$ cat src/usb_ep_rx_pkg.sv
/*
  Constants, field layout and encodings for the endpoint receive-state block.
  Assumes a single clock domain and a 32-bit APB slave port.
*/
// Behaviour
// - Sixteen endpoint registers, each matched to a token by its endpoint address field.
// - Each 16-bit endpoint register resets to zero with the fixed field layout.
// - Bus or forced reset clears endpoint registers except both done flags.
// - Good OUT or SETUP sets rx done; writing 0 clears, 1 keeps.
// - Rx done raises endpoint condition; transfer condition too when masked in.
// - NAK, STALL, errors or non-isochronous toggle mismatch never set rx done.
// - Rx toggle holds expected data PID; inverts on ACK of matching packet.
// - A SETUP PID on a control endpoint clears rx toggle.
// - Isochronous rx toggle selects buffer, inverts after every reception while rx handshake state is valid.
// - Writing 1 to rx toggle inverts it, writing 0 keeps it.
// - Each rx handshake bit inverts on written 1, keeps on 0.
// - Good non-isochronous reception moves rx handshake state to NAK.
// - Isochronous handshake state is never changed by hardware.
// - Setup flag shows whether last completed control transaction was SETUP.
// - Setup flag is frozen while rx done is 1.
// - Endpoint handles token only on device and endpoint address match.
// - With function enable low no transaction is handled.
package usb_ep_rx_pkg;

  localparam int EP_COUNT   = 16;
  localparam int EP_IDX_W   = 4;
  localparam int REG_W      = 16;
  localparam int DATA_W     = 32;
  localparam int ADDR_W     = 8;
  localparam int DEV_ADDR_W = 7;
  localparam int WORD_LSB_W = 2;

  // Byte addresses of the register map
  localparam logic [ADDR_W-1:0] EP_LAST_ADDR = 8'h3C;
  localparam logic [ADDR_W-1:0] CTRL_ADDR    = 8'h40;
  localparam logic [ADDR_W-1:0] STAT_ADDR    = 8'h44;
  localparam logic [ADDR_W-1:0] FADDR_ADDR   = 8'h4C;

  // Endpoint register layout
  localparam int RX_DONE_BIT = 15;
  localparam int RX_TOG_BIT  = 14;
  localparam int RX_HS_HI    = 13;
  localparam int RX_HS_LO    = 12;
  localparam int SETUP_BIT   = 11;
  localparam int CAT_HI      = 10;
  localparam int CAT_LO      = 9;
  localparam int EP_ADDR_HI  = 3;
  localparam int EP_ADDR_LO  = 0;

  typedef logic [REG_W-1:0] ep_reg_t;

  localparam ep_reg_t EP_RESET     = 16'h0000;
  localparam ep_reg_t EP_KEEP_MASK = 16'h8080;
  localparam ep_reg_t EP_W0C_MASK  = 16'h8080;
  localparam ep_reg_t EP_TOG_MASK  = 16'h7070;
  localparam ep_reg_t EP_RW_MASK   = 16'h070F;

  // Handshake state codes
  localparam logic [1:0] HS_DISABLED = 2'h0;
  localparam logic [1:0] HS_STALL    = 2'h1;
  localparam logic [1:0] HS_NAK      = 2'h2;
  localparam logic [1:0] HS_VALID    = 2'h3;

  // Endpoint categories
  localparam logic [1:0] CAT_BULK    = 2'h0;
  localparam logic [1:0] CAT_CONTROL = 2'h1;
  localparam logic [1:0] CAT_ISO     = 2'h2;
  localparam logic [1:0] CAT_INTR    = 2'h3;

  // Control, status and function address fields
  localparam int CTRL_FORCE_BIT = 0;
  localparam int CTRL_MASK_BIT  = 15;
  localparam int STAT_REPLY_LO  = 0;
  localparam int STAT_EP_LO     = 4;
  localparam int STAT_HIT_BIT   = 8;
  localparam int FUNC_EN_BIT    = 7;

  // Handshake reply sent back for a reception
  typedef enum logic [1:0] {
    REPLY_NONE  = 2'h0,
    REPLY_ACK   = 2'h1,
    REPLY_NAK   = 2'h2,
    REPLY_STALL = 2'h3
  } reply_t;

endpackage : usb_ep_rx_pkg

$ cat src/usb_ep_match_if.sv
/*
  Carrier between the endpoint block and its token matcher.
  Assumes the owner drives all token and table fields combinationally.
*/
interface usb_ep_match_if;
  import usb_ep_rx_pkg::*;

  logic [EP_COUNT-1:0][EP_IDX_W-1:0] epAddr;
  logic [EP_IDX_W-1:0]               tokEp;
  logic [DEV_ADDR_W-1:0]             tokDev;
  logic [DEV_ADDR_W-1:0]             devAddr;
  logic                              funcEn;
  logic                              hit;
  logic [EP_IDX_W-1:0]               hitIdx;

  modport owner (output epAddr, tokEp, tokDev, devAddr, funcEn,
                 input hit, hitIdx);
  modport matcher (input epAddr, tokEp, tokDev, devAddr, funcEn,
                   output hit, hitIdx);
endinterface : usb_ep_match_if

$ cat src/usb_endpoint_rx_state.sv
/*
  Endpoint control and status registers, receive side, with APB access.
  Assumes the link engine reports each finished OUT/SETUP data phase as a
  one-cycle rxEnd pulse with token and data fields, synchronous to clk.
*/
module usb_endpoint_rx_state
  import usb_ep_rx_pkg::*;
(
  input  wire logic                  clk,
  input  wire logic                  resetn,
  input  wire logic                  psel,
  input  wire logic                  penable,
  input  wire logic                  pwrite,
  input  wire logic [ADDR_W-1:0]     paddr,
  input  wire logic [DATA_W-1:0]     pwdata,
  output logic      [DATA_W-1:0]     prdata,
  output logic                       pready,
  output logic                       pslverr,
  input  wire logic                  busReset,
  input  wire logic                  rxEnd,
  input  wire logic                  rxIsSetup,
  input  wire logic [DEV_ADDR_W-1:0] rxDevAddr,
  input  wire logic [EP_IDX_W-1:0]   rxEpNum,
  input  wire logic                  rxDataPid,
  input  wire logic                  rxError,
  output logic                       replyValid,
  output reply_t                     replyCode,
  output logic                       epIrq,
  output logic                       xferIrq
);

  // Whole module state
  typedef struct packed {
    ep_reg_t [EP_COUNT-1:0] ep;
    logic [DEV_ADDR_W-1:0]  devAddr;
    logic                   funcEn;
    logic                   forceRst;
    logic                   irqMask;
    logic                   lastHit;
    logic [EP_IDX_W-1:0]    lastEp;
    reply_t                 lastReply;
    logic [DATA_W-1:0]      rdata;
    logic                   ready;
    logic                   slvErr;
    logic                   replyValid;
    reply_t                 replyCode;
    logic                   epIrq;
    logic                   xferIrq;
  } state_t;

  state_t st;
  state_t next_st;

  // Address decode helpers
  function automatic logic isEpAddr(input logic [ADDR_W-1:0] a);
    return (a[WORD_LSB_W-1:0] == '0) && (a <= EP_LAST_ADDR);
  endfunction : isEpAddr

  function automatic logic [EP_IDX_W-1:0] epIdxOf(
    input logic [ADDR_W-1:0] a);
    return a[WORD_LSB_W +: EP_IDX_W];
  endfunction : epIdxOf

  function automatic logic isMapped(input logic [ADDR_W-1:0] a);
    return isEpAddr(a) || (a == CTRL_ADDR) || (a == STAT_ADDR)
           || (a == FADDR_ADDR);
  endfunction : isMapped

  // Software write of one endpoint word
  function automatic ep_reg_t swWrite(input ep_reg_t cur,
                                      input ep_reg_t w);
    ep_reg_t r;
    // Done flags: 0 clears, 1 keeps
    r = (cur & ~EP_W0C_MASK) | (cur & w & EP_W0C_MASK);
    // Toggle bits: 1 inverts, 0 keeps
    r = r ^ (w & EP_TOG_MASK);
    // Plain read/write fields
    r = (r & ~EP_RW_MASK) | (w & EP_RW_MASK);
    return r;
  endfunction : swWrite

  // Handshake answer for a reception on one endpoint
  function automatic reply_t replyFor(input ep_reg_t cur,
                                      input logic    setup,
                                      input logic    err);
    logic [1:0] hs;
    logic [1:0] cat;
    reply_t     r;
    hs  = cur[RX_HS_HI:RX_HS_LO];
    cat = cur[CAT_HI:CAT_LO];
    r   = REPLY_NONE;
    if (err) begin
      r = REPLY_NONE;
    end else if (setup) begin
      // SETUP: only control endpoints, never NAK or STALL answer
      if (cat == CAT_CONTROL && (hs == HS_VALID || hs == HS_STALL)) begin
        r = REPLY_ACK;
      end
    end else if (cat != CAT_ISO) begin
      unique case (hs)
        HS_DISABLED: r = REPLY_NONE;
        HS_STALL:    r = REPLY_STALL;
        HS_NAK:      r = REPLY_NAK;
        HS_VALID:    r = REPLY_ACK;
      endcase
    end
    return r;
  endfunction : replyFor

  // Hardware update of one endpoint after a reception
  function automatic ep_reg_t rxUpdate(input ep_reg_t cur,
                                       input ep_reg_t e,
                                       input logic    setup,
                                       input logic    pid,
                                       input logic    err);
    ep_reg_t r;
    logic    ctl;
    logic    iso;
    logic    wantPid;
    logic    good;
    r      = e;
    ctl    = cur[CAT_HI:CAT_LO] == CAT_CONTROL;
    iso    = cur[CAT_HI:CAT_LO] == CAT_ISO;
    wantPid = setup ? 1'b0 : cur[RX_TOG_BIT];
    good    = (replyFor(cur, setup, err) == REPLY_ACK) && (pid == wantPid);
    if (setup && ctl) begin
      r[RX_TOG_BIT] = 1'b0;
    end
    if (iso && !setup) begin
      if (cur[RX_HS_HI:RX_HS_LO] == HS_VALID) begin
        // Buffer swap with no handshake
        r[RX_TOG_BIT] = ~e[RX_TOG_BIT];
        if (!err) begin
          r[RX_DONE_BIT] = 1'b1;
        end
      end
    end else if (good) begin
      r[RX_TOG_BIT]  = ~wantPid;
      r[RX_DONE_BIT] = 1'b1;
      r[RX_HS_HI:RX_HS_LO] = HS_NAK;
      // Setup flag only moves while the done flag was clear
      if (ctl && !cur[RX_DONE_BIT]) begin
        r[SETUP_BIT] = setup;
      end
    end
    return r;
  endfunction : rxUpdate

  // Token matcher over the endpoint address fields
  usb_ep_match_if match ();

  usb_ep_token_match u_match (
    .bus (match)
  );

  genvar g;
  generate
    for (g = 0; g < EP_COUNT; g++) begin : g_addr
      assign match.epAddr[g] = st.ep[g][EP_ADDR_HI:EP_ADDR_LO];
    end
  endgenerate

  // Token fields to the matcher
  assign match.tokEp   = rxEpNum;
  assign match.tokDev  = rxDevAddr;
  assign match.devAddr = st.devAddr;
  assign match.funcEn  = st.funcEn;

  logic                    access;
  logic                    wrTake;
  logic                    resetting;
  logic                    rxTake;
  ep_reg_t                 hitReg;
  reply_t                  reply;
  logic [DATA_W-1:0]       rdWord;
  logic [EP_COUNT-1:0]     doneVec;

  // Read mux
  always_comb begin
    rdWord = '0;
    if (isEpAddr(paddr)) begin
      rdWord[REG_W-1:0] = st.ep[epIdxOf(paddr)];
    end else if (paddr == CTRL_ADDR) begin
      rdWord[CTRL_FORCE_BIT] = st.forceRst;
      rdWord[CTRL_MASK_BIT]  = st.irqMask;
    end else if (paddr == STAT_ADDR) begin
      rdWord[STAT_REPLY_LO +: $bits(reply_t)] = st.lastReply;
      rdWord[STAT_EP_LO +: EP_IDX_W]  = st.lastEp;
      rdWord[STAT_HIT_BIT]            = st.lastHit;
    end else if (paddr == FADDR_ADDR) begin
      rdWord[FUNC_EN_BIT]           = st.funcEn;
      rdWord[DEV_ADDR_W-1:0]        = st.devAddr;
    end
  end

  // Next state
  always_comb begin
    next_st = st;

    // APB: one wait state, write lands when pready is seen
    access    = psel && penable && !st.ready;
    wrTake    = psel && penable && pwrite && st.ready;
    resetting = busReset || st.forceRst;
    rxTake    = rxEnd && match.hit && !resetting;
    hitReg    = st.ep[match.hitIdx];
    reply     = replyFor(hitReg, rxIsSetup, rxError);

    next_st.ready  = access;
    next_st.slvErr = access && !isMapped(paddr);
    next_st.rdata  = (access && !pwrite) ? rdWord : '0;

    // Control and function address registers
    if (wrTake && paddr == CTRL_ADDR) begin
      next_st.forceRst = pwdata[CTRL_FORCE_BIT];
      next_st.irqMask  = pwdata[CTRL_MASK_BIT];
    end
    if (wrTake && paddr == FADDR_ADDR) begin
      next_st.funcEn  = pwdata[FUNC_EN_BIT];
      next_st.devAddr = pwdata[DEV_ADDR_W-1:0];
    end

    // Endpoint registers: software first, then hardware
    for (int i = 0; i < EP_COUNT; i++) begin
      if (wrTake && isEpAddr(paddr)
          && epIdxOf(paddr) == EP_IDX_W'(i)) begin
        next_st.ep[i] = swWrite(st.ep[i], pwdata[REG_W-1:0]);
      end
      if (rxTake && match.hitIdx == EP_IDX_W'(i)) begin
        next_st.ep[i] = rxUpdate(st.ep[i], next_st.ep[i], rxIsSetup,
                                 rxDataPid, rxError);
      end
      if (resetting) begin
        next_st.ep[i] = next_st.ep[i] & EP_KEEP_MASK;
      end
      doneVec[i] = next_st.ep[i][RX_DONE_BIT];
    end

    // Handshake answer toward the link
    next_st.replyValid = rxTake && (reply != REPLY_NONE);
    next_st.replyCode  = rxTake ? reply : REPLY_NONE;

    // Last transaction seen, for software
    if (rxEnd) begin
      next_st.lastHit   = rxTake;
      next_st.lastEp    = rxEpNum;
      next_st.lastReply = rxTake ? reply : REPLY_NONE;
    end

    // Interrupt conditions follow the rx done flags; transfer condition also needs irqMask
    next_st.epIrq   = |doneVec;
    next_st.xferIrq = (|doneVec) && next_st.irqMask;
  end

  // State register
  always_ff @(posedge clk or negedge resetn) begin
    if (!resetn) begin
      st <= '0;
    end else begin
      st <= next_st;
    end
  end

  // Outputs straight from state
  assign prdata     = st.rdata;
  assign pready     = st.ready;
  assign pslverr    = st.slvErr;
  assign replyValid = st.replyValid;
  assign replyCode  = st.replyCode;
  assign epIrq      = st.epIrq;
  assign xferIrq    = st.xferIrq;

endmodule : usb_endpoint_rx_state

$ cat src/usb_ep_token_match.sv
/*
  Token matcher: finds the endpoint register addressed by a token.
  Assumes the table and token fields are stable within the cycle.
*/
module usb_ep_token_match
  import usb_ep_rx_pkg::*;
(
  usb_ep_match_if.matcher bus
);

  // Lowest matching endpoint wins
  function automatic logic [EP_IDX_W:0] pickLowest(
    input logic [EP_COUNT-1:0] req);
    logic [EP_IDX_W:0] r;
    r = '0;
    for (int i = EP_COUNT - 1; i >= 0; i--) begin
      if (req[i]) begin
        r = {1'b1, EP_IDX_W'(i)};
      end
    end
    return r;
  endfunction : pickLowest

  logic [EP_COUNT-1:0] epHit;
  logic [EP_IDX_W:0]   pick;

  // Per-endpoint address compare
  genvar g;
  generate
    for (g = 0; g < EP_COUNT; g++) begin : g_cmp
      assign epHit[g] = bus.epAddr[g] == bus.tokEp;
    end
  endgenerate

  // Device address and function enable gate
  always_comb begin
    pick       = pickLowest(epHit);
    bus.hit    = bus.funcEn && (bus.tokDev == bus.devAddr)
                 && pick[EP_IDX_W];
    bus.hitIdx = pick[EP_IDX_W-1:0];
  end

endmodule : usb_ep_token_match

$ cat config.mk
export PLATFORM = sky130hd
export DESIGN_NAME = usb_endpoint_rx_state
export DESIGN_NICKNAME = d
export VERILOG_FILES = /design/src/usb_ep_rx_pkg.sv /design/src/usb_ep_match_if.sv /design/src/usb_endpoint_rx_state.sv /design/src/usb_ep_token_match.sv
export SDC_FILE = /design/constraint.sdc
export NUM_CORES = 1
export LEC_CHECK = 0
export ABC_CLOCK_PERIOD_IN_PS = 3200
export BUFFER_PORTS_ARGS = -buffer_cell sky130_fd_sc_hd__buf_2
export CORE_MARGIN = 2
export CORE_UTILIZATION = 50
export DETAILED_ROUTE_END_ITERATION = 6
export PLACE_DENSITY = 0.81
export SYNTH_ARGS = -nofsm -noshare
export SYNTH_HDL_FRONTEND = slang
export SYNTH_SLANG_ARGS = --single-unit
export TNS_END_PERCENT = 20
$ cat constraint.sdc
create_clock -name clk -period 3.2 [get_ports clk]
set_input_delay 0.96 -clock clk [delete_from_list [all_inputs] [get_ports clk]]
set_output_delay 0.96 -clock clk [all_outputs]
set_load 0.01 [all_outputs]
==> impl_metrics.py, run 1 <==
metrics = {
    "pwr": {
        "switching_share": 0.269,
        "peakVddDrop_mv": 0.311,
        "p_int_mw": 6.57,
        "clockPowerShare": 0.450,
        "p_sw_mw": 2.42,
        "power_frac_comb": 0.132,
        "seq_power_share": 0.418,
        "powerDensity_nw_per_um2": 381,
        "p_leak_nw": 10.1,
    },
    "timing": {
        "period_share": 1.12,
        "worstMarginPinSlew_ps": 744,
        "fin_ws_ps": -389,
        "hold_violations": 0,
        "period_minus_slack_ps": 3590,
        "maxSlewViolCount": 0,
        "finalClockSkew_ps": 18.4,
        "max_slew_margin": 0.502,
        "setup_violations": 24,
        "rsz0062_at_grt": "true",
        "clock.fmax_mhz": 279,
    },
    "placement": {
        "port_buffers": 66,
        "gp_congestion": 1.01,
        "placed_cells": 2703,
        "dpl.hpwl_mm": 50.3,
        "place_ws_ps": -1130,
        "dpl-instance-area_sq_um": 21600,
    },
    "logic_synthesis": {
        "yosysMostFrequentCell": "nand2_1",
        "synth_compound_area_frac": 0.118,
        "synth_top_family_by_area": "simple AND/OR/NAND/NOR gates",
        "synth.area.mux_share": 0.137,
        "synthSimpleGateAreaFrac": 0.186,
        "ys_seq_area_frac": 0.397,
        "syn_area_per_cell_sq_um": 9.35,
        "yosysUniqueCellTypes": 73,
        "postSynth.asyncResetShare": 1.00,
        "synthTopCellsByCount": "361 x nand2_1, 296 x dfrtp_1, 200 x nor2_1",
        "yosys.area_share.adder": 0.0220,
        "synth_area_leader_cell": "dfrtp_1",
        "synth_cells": 1994,
        "ys_ff_latch": 296,
        "ys_top_cells_by_area": "dfrtp_1 40%, mux4_2 9.7%, nand2_1 7.3%",
        "synth_edf_count": 0,
        "synth_top_area_share": 0.397,
        "ys.flop_type": "dfrtp_1",
        "synth_xor_area_frac": 0.0871,
        "synth_area_sq_um": 18600,
        "yosysWarnings": 0,
    },
    "final_layout": {
        "drive_above_1_share": 0.297,
        "multi_input_area_sq_um": 11000,
        "areaGrowthSynthToFinish_pct": 26.8,
        "fillers": 2756,
        "fin_nets": 2385,
        "regArea_sq_um": 7410,
        "stdcell_count": 2785,
        "final_area_sq_um": 23600,
    },
    "critical_path": {
        "crit_slowest_cell": "nor4_4",
        "setup.worst_path.start_class": "primary input",
        "worstReg2RegEnd": "replyValid",
        "path_max_fanout": 10,
        "path_cells": "buf_12 -> xor2_4 -> nor4_4 -> buf_4 -> nor4_4 -> a211oi_4 -> buf_6 -> buf_4 -> mux2_4 -> a2111oi_4 -> a31oi_1 -> a211oi_2 -> xnor2_2 -> a2111oi_4 -> o21bai_1",
        "timing.rr.start": "match.epAddr[46]",
        "crit_family": "compound AO/OA/AOI/OAI gates",
        "r2r_slack_ps": -320,
        "end_kind": "flip-flop",
        "r2r_cells": 14,
        "arrival_ps": 4060,
        "worst-path-buf-inv": 4,
        "worst_path_largest_cell_delay_ps": 360,
        "required_ps": 3670,
        "crit_type": "primary input to flip-flop",
    },
    "global_routing": {
        "first_global_vias": 17900,
        "grt_max_degree": 72,
        "track_usage": 0.364,
        "grt_overflow": 0,
        "grt_first_pass_wirelength_mm": 107,
        "antenna_found_initial": 5,
    },
    "worst_hold_path": {
        "hold_path_class": "primary input to asynchronous set/reset pin",
    },
    "floorplanning": {
        "core-area_sq_um": 36700,
        "start_util": 0.508,
        "rows": 70,
        "die_x_um": 197,
        "die_height_um": 197,
        "die-area_sq_um": 38800,
        "num_io_pins": 100,
    },
    "route": {
        "wirelength_mm": 71.2,
        "drt_first_iter_violations": 2302,
        "dr.pass1.iters": 5,
        "ant_nets": 0,
        "wl_per_cell_um": 25.6,
        "vias": 18100,
        "vias_per_cell": 6.49,
        "drc": 0,
    },
    "clocking": {
        "clk_pin_slew_ps": 60,
        "clk_path_buf_depth": 3,
        "numCtsBuffers": 35,
        "cts.root.buffer_cell": "clkbuf_16",
        "cts_tree": "done",
        "clock-sinks": 296,
        "clock_latency_ps": 550,
        "htreeDepth": 2,
    },
    "status": {
        "status": "finished with violations",
        "violations": "setup timing",
    },
    "job": {
        "drv_cap": 0,
    },
}
-- cells by family after synthesis --
| kind of cell | after synthesis |
|---|---|
| simple gates | 772 |
| compound gates | 355 |
| flops | 296 |
| buf+inv | 202 |
| xor+xnor | 182 |
| mux | 153 |
| fa+ha+maj | 33 |
| other cells | 1 |
-- placed cells by master (no fill, tap or decap), types with 23 or more instances in the layout --
cell type    n
buf_4      318
mux4_2      80
ha_1        32
inv_1       34
mux2i_1     55
dfrtp_1    296
nor2_1     190
xor2_1      68
xnor2_1     90
nand2_1    349
a21oi_1    153
buf_2       59
nor3_1      35
o21ai_0     43
nand3_1     23
clkbuf_16   35
-- stage by stage --
stage | hold slack (ps) | power (mW) | TNS [ps] | utilization
after floorplan | 451 | 4.36 | -5980 | -
after global placement | 463 | 4.84 | -46340 | 0.589
after detailed placement | 474 | 4.85 | -50130 | 0.589
after CTS | 411 | 8.91 | -1880 | 0.633
after global routing | 454 | 9.20 | -5440 | 0.644
final | 396 | 8.99 | -4080 | 0.644
-- routing by layer --
metal | vias up | global-route usage | wire length [um]
li1 | 7530 | - | -
met1 | 8896 | 0.477 | 26700
met2 | 1302 | 0.559 | 31300
met3 | 349 | 0.0831 | 8210
met4 | 8 | 0.208 | 4900
met5 | - | 0.0115 | 51
-- worst register-to-register path: stages (launching register included) --
cell,delay (ps)
dfrtp_1,480
xor2_4,200
nor4_4,360
buf_4,200
nor4_4,40
a211oi_4,300
buf_6,160
buf_4,120
mux2_4,310
a2111oi_4,290
a31oi_1,110
a211oi_2,320
xnor2_2,120
a2111oi_4,270
o21bai_1,160
-- timing repair --
item                       4_1_cts  5_1_grt
hold buffers                     0        0
hold endpoints to repair         0        0
setup endpoints to repair       40       45
pin swaps                       32       46
gates resized for setup         73       74
setup buffers                   14       10
-- area by class of cell --
cell class	count	share of cell area
clock inverters	13	0.00657
diodes	1	0.000106
well taps	468	0.0248
clock buffers	48	0.0417
repair buffers	414	0.141
flip-flops and latches	296	0.313
inverters	34	0.00540
multi-input cells	1511	0.467
-- power by group through the flow --
stage	sequential, mW	clock, mW	combinational, mW
after floorplan	3.82	0	0.535
after global placement	3.82	0	1.02
after detailed placement	3.82	0	1.03
after CTS	3.76	4.05	1.11
after global routing	3.75	4.21	1.24
final	3.76	4.05	1.19
-- registers in the layout, indices dropped and copies added (netlist names) --
name,count
replyValid,1
prdata,16
pready,1
replyCode,2
st,201
xferIrq,1
match.devAddr,7
epIrq,1
match.funcEn,1
pslverr,1
match.epAddr,64
-- worst max-delay path by stage --
stage | startpoint | endpoint | cells after the start
after floorplan | rxEpNum[1] | replyValid | 14
after global placement | rxEpNum[1] | replyValid | 14
after detailed placement | rxEpNum[1] | replyValid | 14
after CTS | rxEpNum[1] | replyValid | 15
after global routing | rxEpNum[1] | replyValid | 18
final | rxEpNum[2] | replyValid | 15
Power figures use the tool's default switching activity.
==> inputs of run 2 (changes only) <==
--- a/config.mk
+++ b/config.mk
@@ -8,9 +8,10 @@
 export ABC_CLOCK_PERIOD_IN_PS = 3200
 export BUFFER_PORTS_ARGS = -buffer_cell sky130_fd_sc_hd__buf_2
 export CORE_MARGIN = 2
-export CORE_UTILIZATION = 50
+export CORE_UTILIZATION = 24
 export DETAILED_ROUTE_END_ITERATION = 6
-export PLACE_DENSITY = 0.81
+export PLACE_DENSITY = 0.51
+export RECOVER_POWER = 100
 export SYNTH_ARGS = -nofsm -noshare
 export SYNTH_HDL_FRONTEND = slang
 export SYNTH_SLANG_ARGS = --single-unit
==> impl_metrics.py, run 2 (same netlist as run 1, synthesis figures left out) <==
metrics = {
    "final_layout": {
        "fillers": 7990,
        "final_common_cell": "nand2_1",
        "final_core_utilization": 0.310,
        "layout_common_cells": "356 x nand2_1, 296 x dfrtp_1, 247 x buf_4, 194 x nor2_1, 154 x a21oi_1",
        "drive_above_1_share": 0.262,
        "regMostFlops": "st",
        "fin_nets": 2365,
        "areaGrowthSynthToFinish_pct": 28.3,
        "largest_reg_flops": 201,
        "final_area_sq_um": 23900,
    },
    "clocking": {
        "clock_latency_ps": 570,
        "cts_tree": "done",
        "postCtsHoldBufs": 0,
        "numCtsBuffers": 36,
        "clock-sinks": 296,
        "cts.root.buffer_cell": "clkbuf_16",
        "clk_path_buf_depth": 3,
        "clk_pin_slew_ps": 60,
        "htreeDepth": 2,
    },
    "route": {
        "vias_per_cell": 5.06,
        "wirelength_mm": 76.0,
        "vias": 16900,
        "dr.pass1.iters": 7,
        "wl_per_cell_um": 22.8,
        "ant_nets": 0,
        "drt_first_iter_violations": 2012,
        "drc": 0,
    },
    "placement": {
        "dpl-instance-area_sq_um": 22200,
        "dpl.hpwl_mm": 56.8,
        "gp_congestion": 0.976,
        "port_buffers": 66,
    },
    "timing": {
        "hold_violations": 0,
        "fin_ws_ps": -292,
        "period_minus_slack_ps": 3490,
        "clock.fmax_mhz": 286,
        "finalClockSkew_ps": 18.9,
        "period_share": 1.09,
        "timing.hold.ws_ps": 486,
        "maxSlewViolCount": 55,
        "worstMarginPinSlew_ps": 1730,
        "max_slew_margin": -0.151,
        "setup_violations": 18,
        "rsz0062_at_grt": "true",
    },
    "global_routing": {
        "grt_max_degree": 66,
        "antenna_found_initial": 10,
        "track_usage": 0.189,
        "grt_first_pass_wirelength_mm": 113,
        "first_global_vias": 16800,
        "grt_overflow": 0,
    },
    "pwr": {
        "peakVddDrop_mv": 0.343,
        "p_leak_nw": 9.73,
        "powerDensity_nw_per_um2": 378,
    },
    "critical_path": {
        "required_ps": 3680,
        "path_max_fanout": 7,
        "setup.worst_path.start_class": "primary input",
        "r2r_slack_ps": -250,
        "arrival_ps": 3970,
        "crit_type": "primary input to flip-flop",
        "end_kind": "flip-flop",
    },
    "status": {
        "violations": "capacitance limit, slew limit, setup timing",
        "status": "finished with violations",
    },
    "floorplanning": {
        "die_x_um": 283,
        "die_height_um": 283,
        "start_util": 0.241,
        "core-area_sq_um": 77200,
        "rows": 102,
        "die-area_sq_um": 79900,
        "num_io_pins": 100,
    },
    "job": {
        "drv_cap": 1,
    },
    "worst_hold_path": {
        "hold_path_class": "flip-flop to flip-flop",
    },
}
-- run 2: changes by cell type in the layout (fill, tap and decap cells not counted), moves of 5 or more --
cell and delta:
clkbuf_2 +21, buf_4 -71, buf_2 -26, nand2_1 +7
buf_16 +5, clkbuf_1 +48, nand2_2 -6, buf_12 -5
clkbuf_4 +8
-- run 2: routing by layer --
metal | global-route usage | vias up | part of all wire
met4 | 0.0685 | 12 | 0.033
li1 | - | 7489 | -
met1 | 0.255 | 8465 | 0.43
met5 | 0 | - | 0.00095
met2 | 0.310 | 796 | 0.46
met3 | 0.0261 | 133 | 0.073
-- run 2: path summary, 6_finish.rpt --
kind / cells after the start / end / startpoint
worst max-delay path: 14 / replyValid / rxEpNum[0]
worst min-delay path: 1 / st[175] / st[175]
worst max register to register: 14 / replyValid / match.epAddr[42]
worst min register to register: 1 / st[175] / st[175]
max in group asynchronous: 2 / match.epAddr[16] / resetn
min in group asynchronous: 1 / st[278] / resetn
-- run 2: critical path, stage by stage --
cell and delay [ps]:
buf_16 130, xor2_4 180, nor4_4 350, nor4_4 100
a211oi_4 380, o21ai_2 130, buf_12 160, mux2_4 290
a22o_1 240, a211oi_2 270, o31ai_4 140, buf_4 150
maj3_2 330, o21bai_1 150
-- run 2: layout make-up --
cell class                 count  area, sq um  share of cell area
inverter                      34          128             0.00534
multi-input combinational   1511        10900               0.456
antenna                        2         5.00            0.000209
tap                         1040         1300              0.0544
clock inverter                10          108             0.00450
timing repair buffer         393         3000               0.126
clock buffer                  51         1060              0.0442
sequential                   296         7410               0.310
-- run 2: what timing repair did --
| item | 4_1_cts | 5_1_grt |
|---|---|---|
| setup endpoints to repair | 32 | 28 |
| buffers inserted | 11 | 3 |
| gates resized for setup | 80 | 32 |
| gates cloned | 3 | 0 |
| pin swaps | 22 | 25 |
-- run 2: through the flow --
step | power (mW) | std cells | setup slack [ps] | setup TNS, ps
global placement | 4.87 | 3257 | -1040 | -45900
detailed placement | 4.87 | 3257 | -1170 | -48790
finish | 9.03 | 3337 | -292 | -1920
floorplan | 4.36 | 2009 | -511 | -5980
global route | 9.32 | 3335 | -388 | -7720
CTS | 9.10 | 3332 | -211 | -1190
-- run 2: report_power, final --
| part | total (mW) | internal (mW) | switching (mW) |
|---|---|---|---|
| registers | 3.76 | 3.75 | 0.00543 |
| logic | 1.13 | 0.442 | 0.688 |
| clock network | 4.14 | 2.39 | 1.75 |
==> inputs of run 3 (changes only) <==
--- a/config.mk
+++ b/config.mk
@@ -10,6 +10,7 @@
 export CORE_MARGIN = 2
 export CORE_UTILIZATION = 24
 export DETAILED_ROUTE_END_ITERATION = 6
+export GPL_TIMING_DRIVEN = 0
 export PLACE_DENSITY = 0.51
 export RECOVER_POWER = 100
 export SYNTH_ARGS = -nofsm -noshare
==> impl_metrics.py, run 3 (same netlist as run 1, synthesis figures left out) <==
metrics = {
    "critical_path": {
        "path_cells": "buf_12 -> buf_12 -> buf_12 -> xnor2_1 -> nand4_1 -> nand2_2 -> a211oi_4 -> buf_6 -> o21ai_4 -> buf_6 -> buf_8 -> nor2_4 -> nand2_2 -> o21ai_1 -> nor4_2 -> nand4_1 -> buf_4 -> and2_1",
        "required_ps": 3650,
        "worst_path_largest_cell_delay_ps": 420,
        "end_kind": "flip-flop",
        "r2r_cells": 16,
        "crit_slowest_cell": "nor4_2",
        "cpMostUsedCell": "buf_12",
        "setup.worst_path.start_class": "primary input",
        "path_max_fanout": 10,
        "crit_type": "primary input to flip-flop",
        "arrival_ps": 4050,
    },
    "route": {
        "vias": 17000,
        "ant_nets": 0,
        "drc": 0,
        "wl_per_cell_um": 25.4,
        "drt_first_iter_violations": 1783,
        "dr.pass1.iters": 5,
        "wirelength_mm": 81.7,
        "vias_per_cell": 5.27,
    },
    "timing": {
        "max_slew_margin": -0.699,
        "maxSlewViolCount": 89,
        "clock.fmax_mhz": 277,
        "setup_tns_ps": -3710,
        "rsz0062_at_grt": "true",
        "period_minus_slack_ps": 3610,
        "hold_violations": 0,
        "fin_ws_ps": -406,
        "finalClockSkew_ps": 28.8,
        "period_share": 1.13,
        "setup_violations": 18,
        "worstMarginPinSlew_ps": 2550,
    },
    "global_routing": {
        "met1_usage": 0.260,
        "grt_overflow": 0,
        "grt_max_degree": 112,
        "grtUsageMet3": 0.0422,
        "busiest_layer": "met2",
        "first_global_vias": 16900,
        "met2_usage": 0.330,
        "grt_first_pass_wirelength_mm": 118,
        "antenna_found_initial": 9,
        "track_usage": 0.204,
    },
    "floorplanning": {
        "rows": 102,
        "num_io_pins": 100,
        "core-area_sq_um": 77200,
        "start_util": 0.241,
        "die_height_um": 283,
        "die_x_um": 283,
        "die-area_sq_um": 79900,
    },
    "final_layout": {
        "regMostFlops": "st",
        "largest_reg_flops": 201,
        "drive_above_1_share": 0.206,
        "layout_common_cells": "350 x nand2_1, 296 x dfrtp_1, 185 x nor2_1, 154 x a21oi_1, 104 x clkbuf_1",
        "final_area_sq_um": 23000,
        "final_common_cell": "nand2_1",
        "areaGrowthSynthToFinish_pct": 23.5,
        "stdcell_count": 3219,
        "insertedDiodeCount": 0,
        "fin_nets": 2245,
        "fillers": 8037,
        "final_core_utilization": 0.298,
    },
    "clocking": {
        "htreeDepth": 2,
        "clk_pin_slew_ps": 60,
        "numCtsBuffers": 36,
        "cts_tree": "done",
        "cts.root.buffer_cell": "clkbuf_16",
        "clock-sinks": 296,
        "clock_latency_ps": 580,
        "clk_path_buf_depth": 3,
    },
    "placement": {
        "dpl.hpwl_mm": 59.3,
        "gp_congestion": 1.01,
        "placed_cells": 3097,
        "port_buffers": 46,
        "dpl-instance-area_sq_um": 20500,
    },
    "worst_hold_path": {
        "hold_path_class": "flip-flop to flip-flop",
        "whs_path_depth": 1,
    },
    "pwr": {
        "total_power_mw": 9.22,
        "p_leak_nw": 8.97,
        "peakVddDrop_mv": 0.335,
        "powerDensity_nw_per_um2": 400,
    },
    "job": {
        "drv_cap": 1,
    },
    "status": {
        "violations": "capacitance limit, slew limit, setup timing",
        "status": "finished with violations",
    },
}
[run 3: cell types whose count changed in the layout (fill, tap and decap cells not counted), moves of 5 or more]
cell,before,now
buf_12,17,11
nor2_1,194,185
buf_4,247,87
nand2_1,356,350
buf_1,0,6
nor4b_4,4,10
buf_2,33,24
nor4b_2,6,1
nor2_4,4,11
clkbuf_1,55,104
[run 3: power breakdown]
part / internal (mW) / switching, mW / total [mW]
Combinational: 0.375 / 0.795 / 1.17
Clock: 2.50 / 1.80 / 4.29
Sequential: 3.75 / 0.00471 / 3.76
Total: 6.62 / 2.59 / 9.22
[run 3: path summary, 6_finish.rpt]
check	start	endpoint	slack (ps)
setup / recovery	rxEpNum[3]	xferIrq	-410
hold / removal	st[303]	st[303]	490
setup reg to reg	match.epAddr[45]	xferIrq	-260
hold reg to reg	st[303]	st[303]	490
max in group asynchronous	resetn	match.epAddr[58]	30
min in group asynchronous	resetn	st[132]	1150
[run 3: area by class of cell]
cell class | instances | area (sq um) | share of cell area
inverter | 34 | 128 | 0.00555
buffer | 164 | 1060 | 0.0461
clock inverter | 18 | 203 | 0.00881
timing repair buffer | 109 | 732 | 0.0318
clock buffer | 47 | 1010 | 0.0440
multi-input combinational | 1511 | 11200 | 0.485
sequential | 296 | 7410 | 0.322
tap | 1040 | 1300 | 0.0565
[run 3: per-layer routing]
metal / up-vias / share of wire
met1: 8632 / 0.41
met5: - / 0.00086
met4: 12 / 0.054
met2: 861 / 0.46
met3: 231 / 0.078
li1: 7242 / -
[run 3: stage by stage]
| step | hold WS [ps] | worst slack [ps] |
|---|---|---|
| finish | 486 | -406 |
| global route | 503 | -462 |
| CTS | 449 | -309 |
| detailed placement | 474 | -2810 |
| global placement | 464 | -4750 |
| floorplan | 451 | -511 |
[run 3: critical path, delay by kind of cell]
family          cells  cell delay (ps)
xor+xnor            1              140
compound gates      3              410
simple gates        7             1390
buf+inv             7             1110
[run 3: timing repair]
action,4_1_cts,5_1_grt
gates resized for setup,149,78
setup endpoints to repair,259,113
pin swaps,47,25
hold buffers,0,0
buffers inserted,51,11
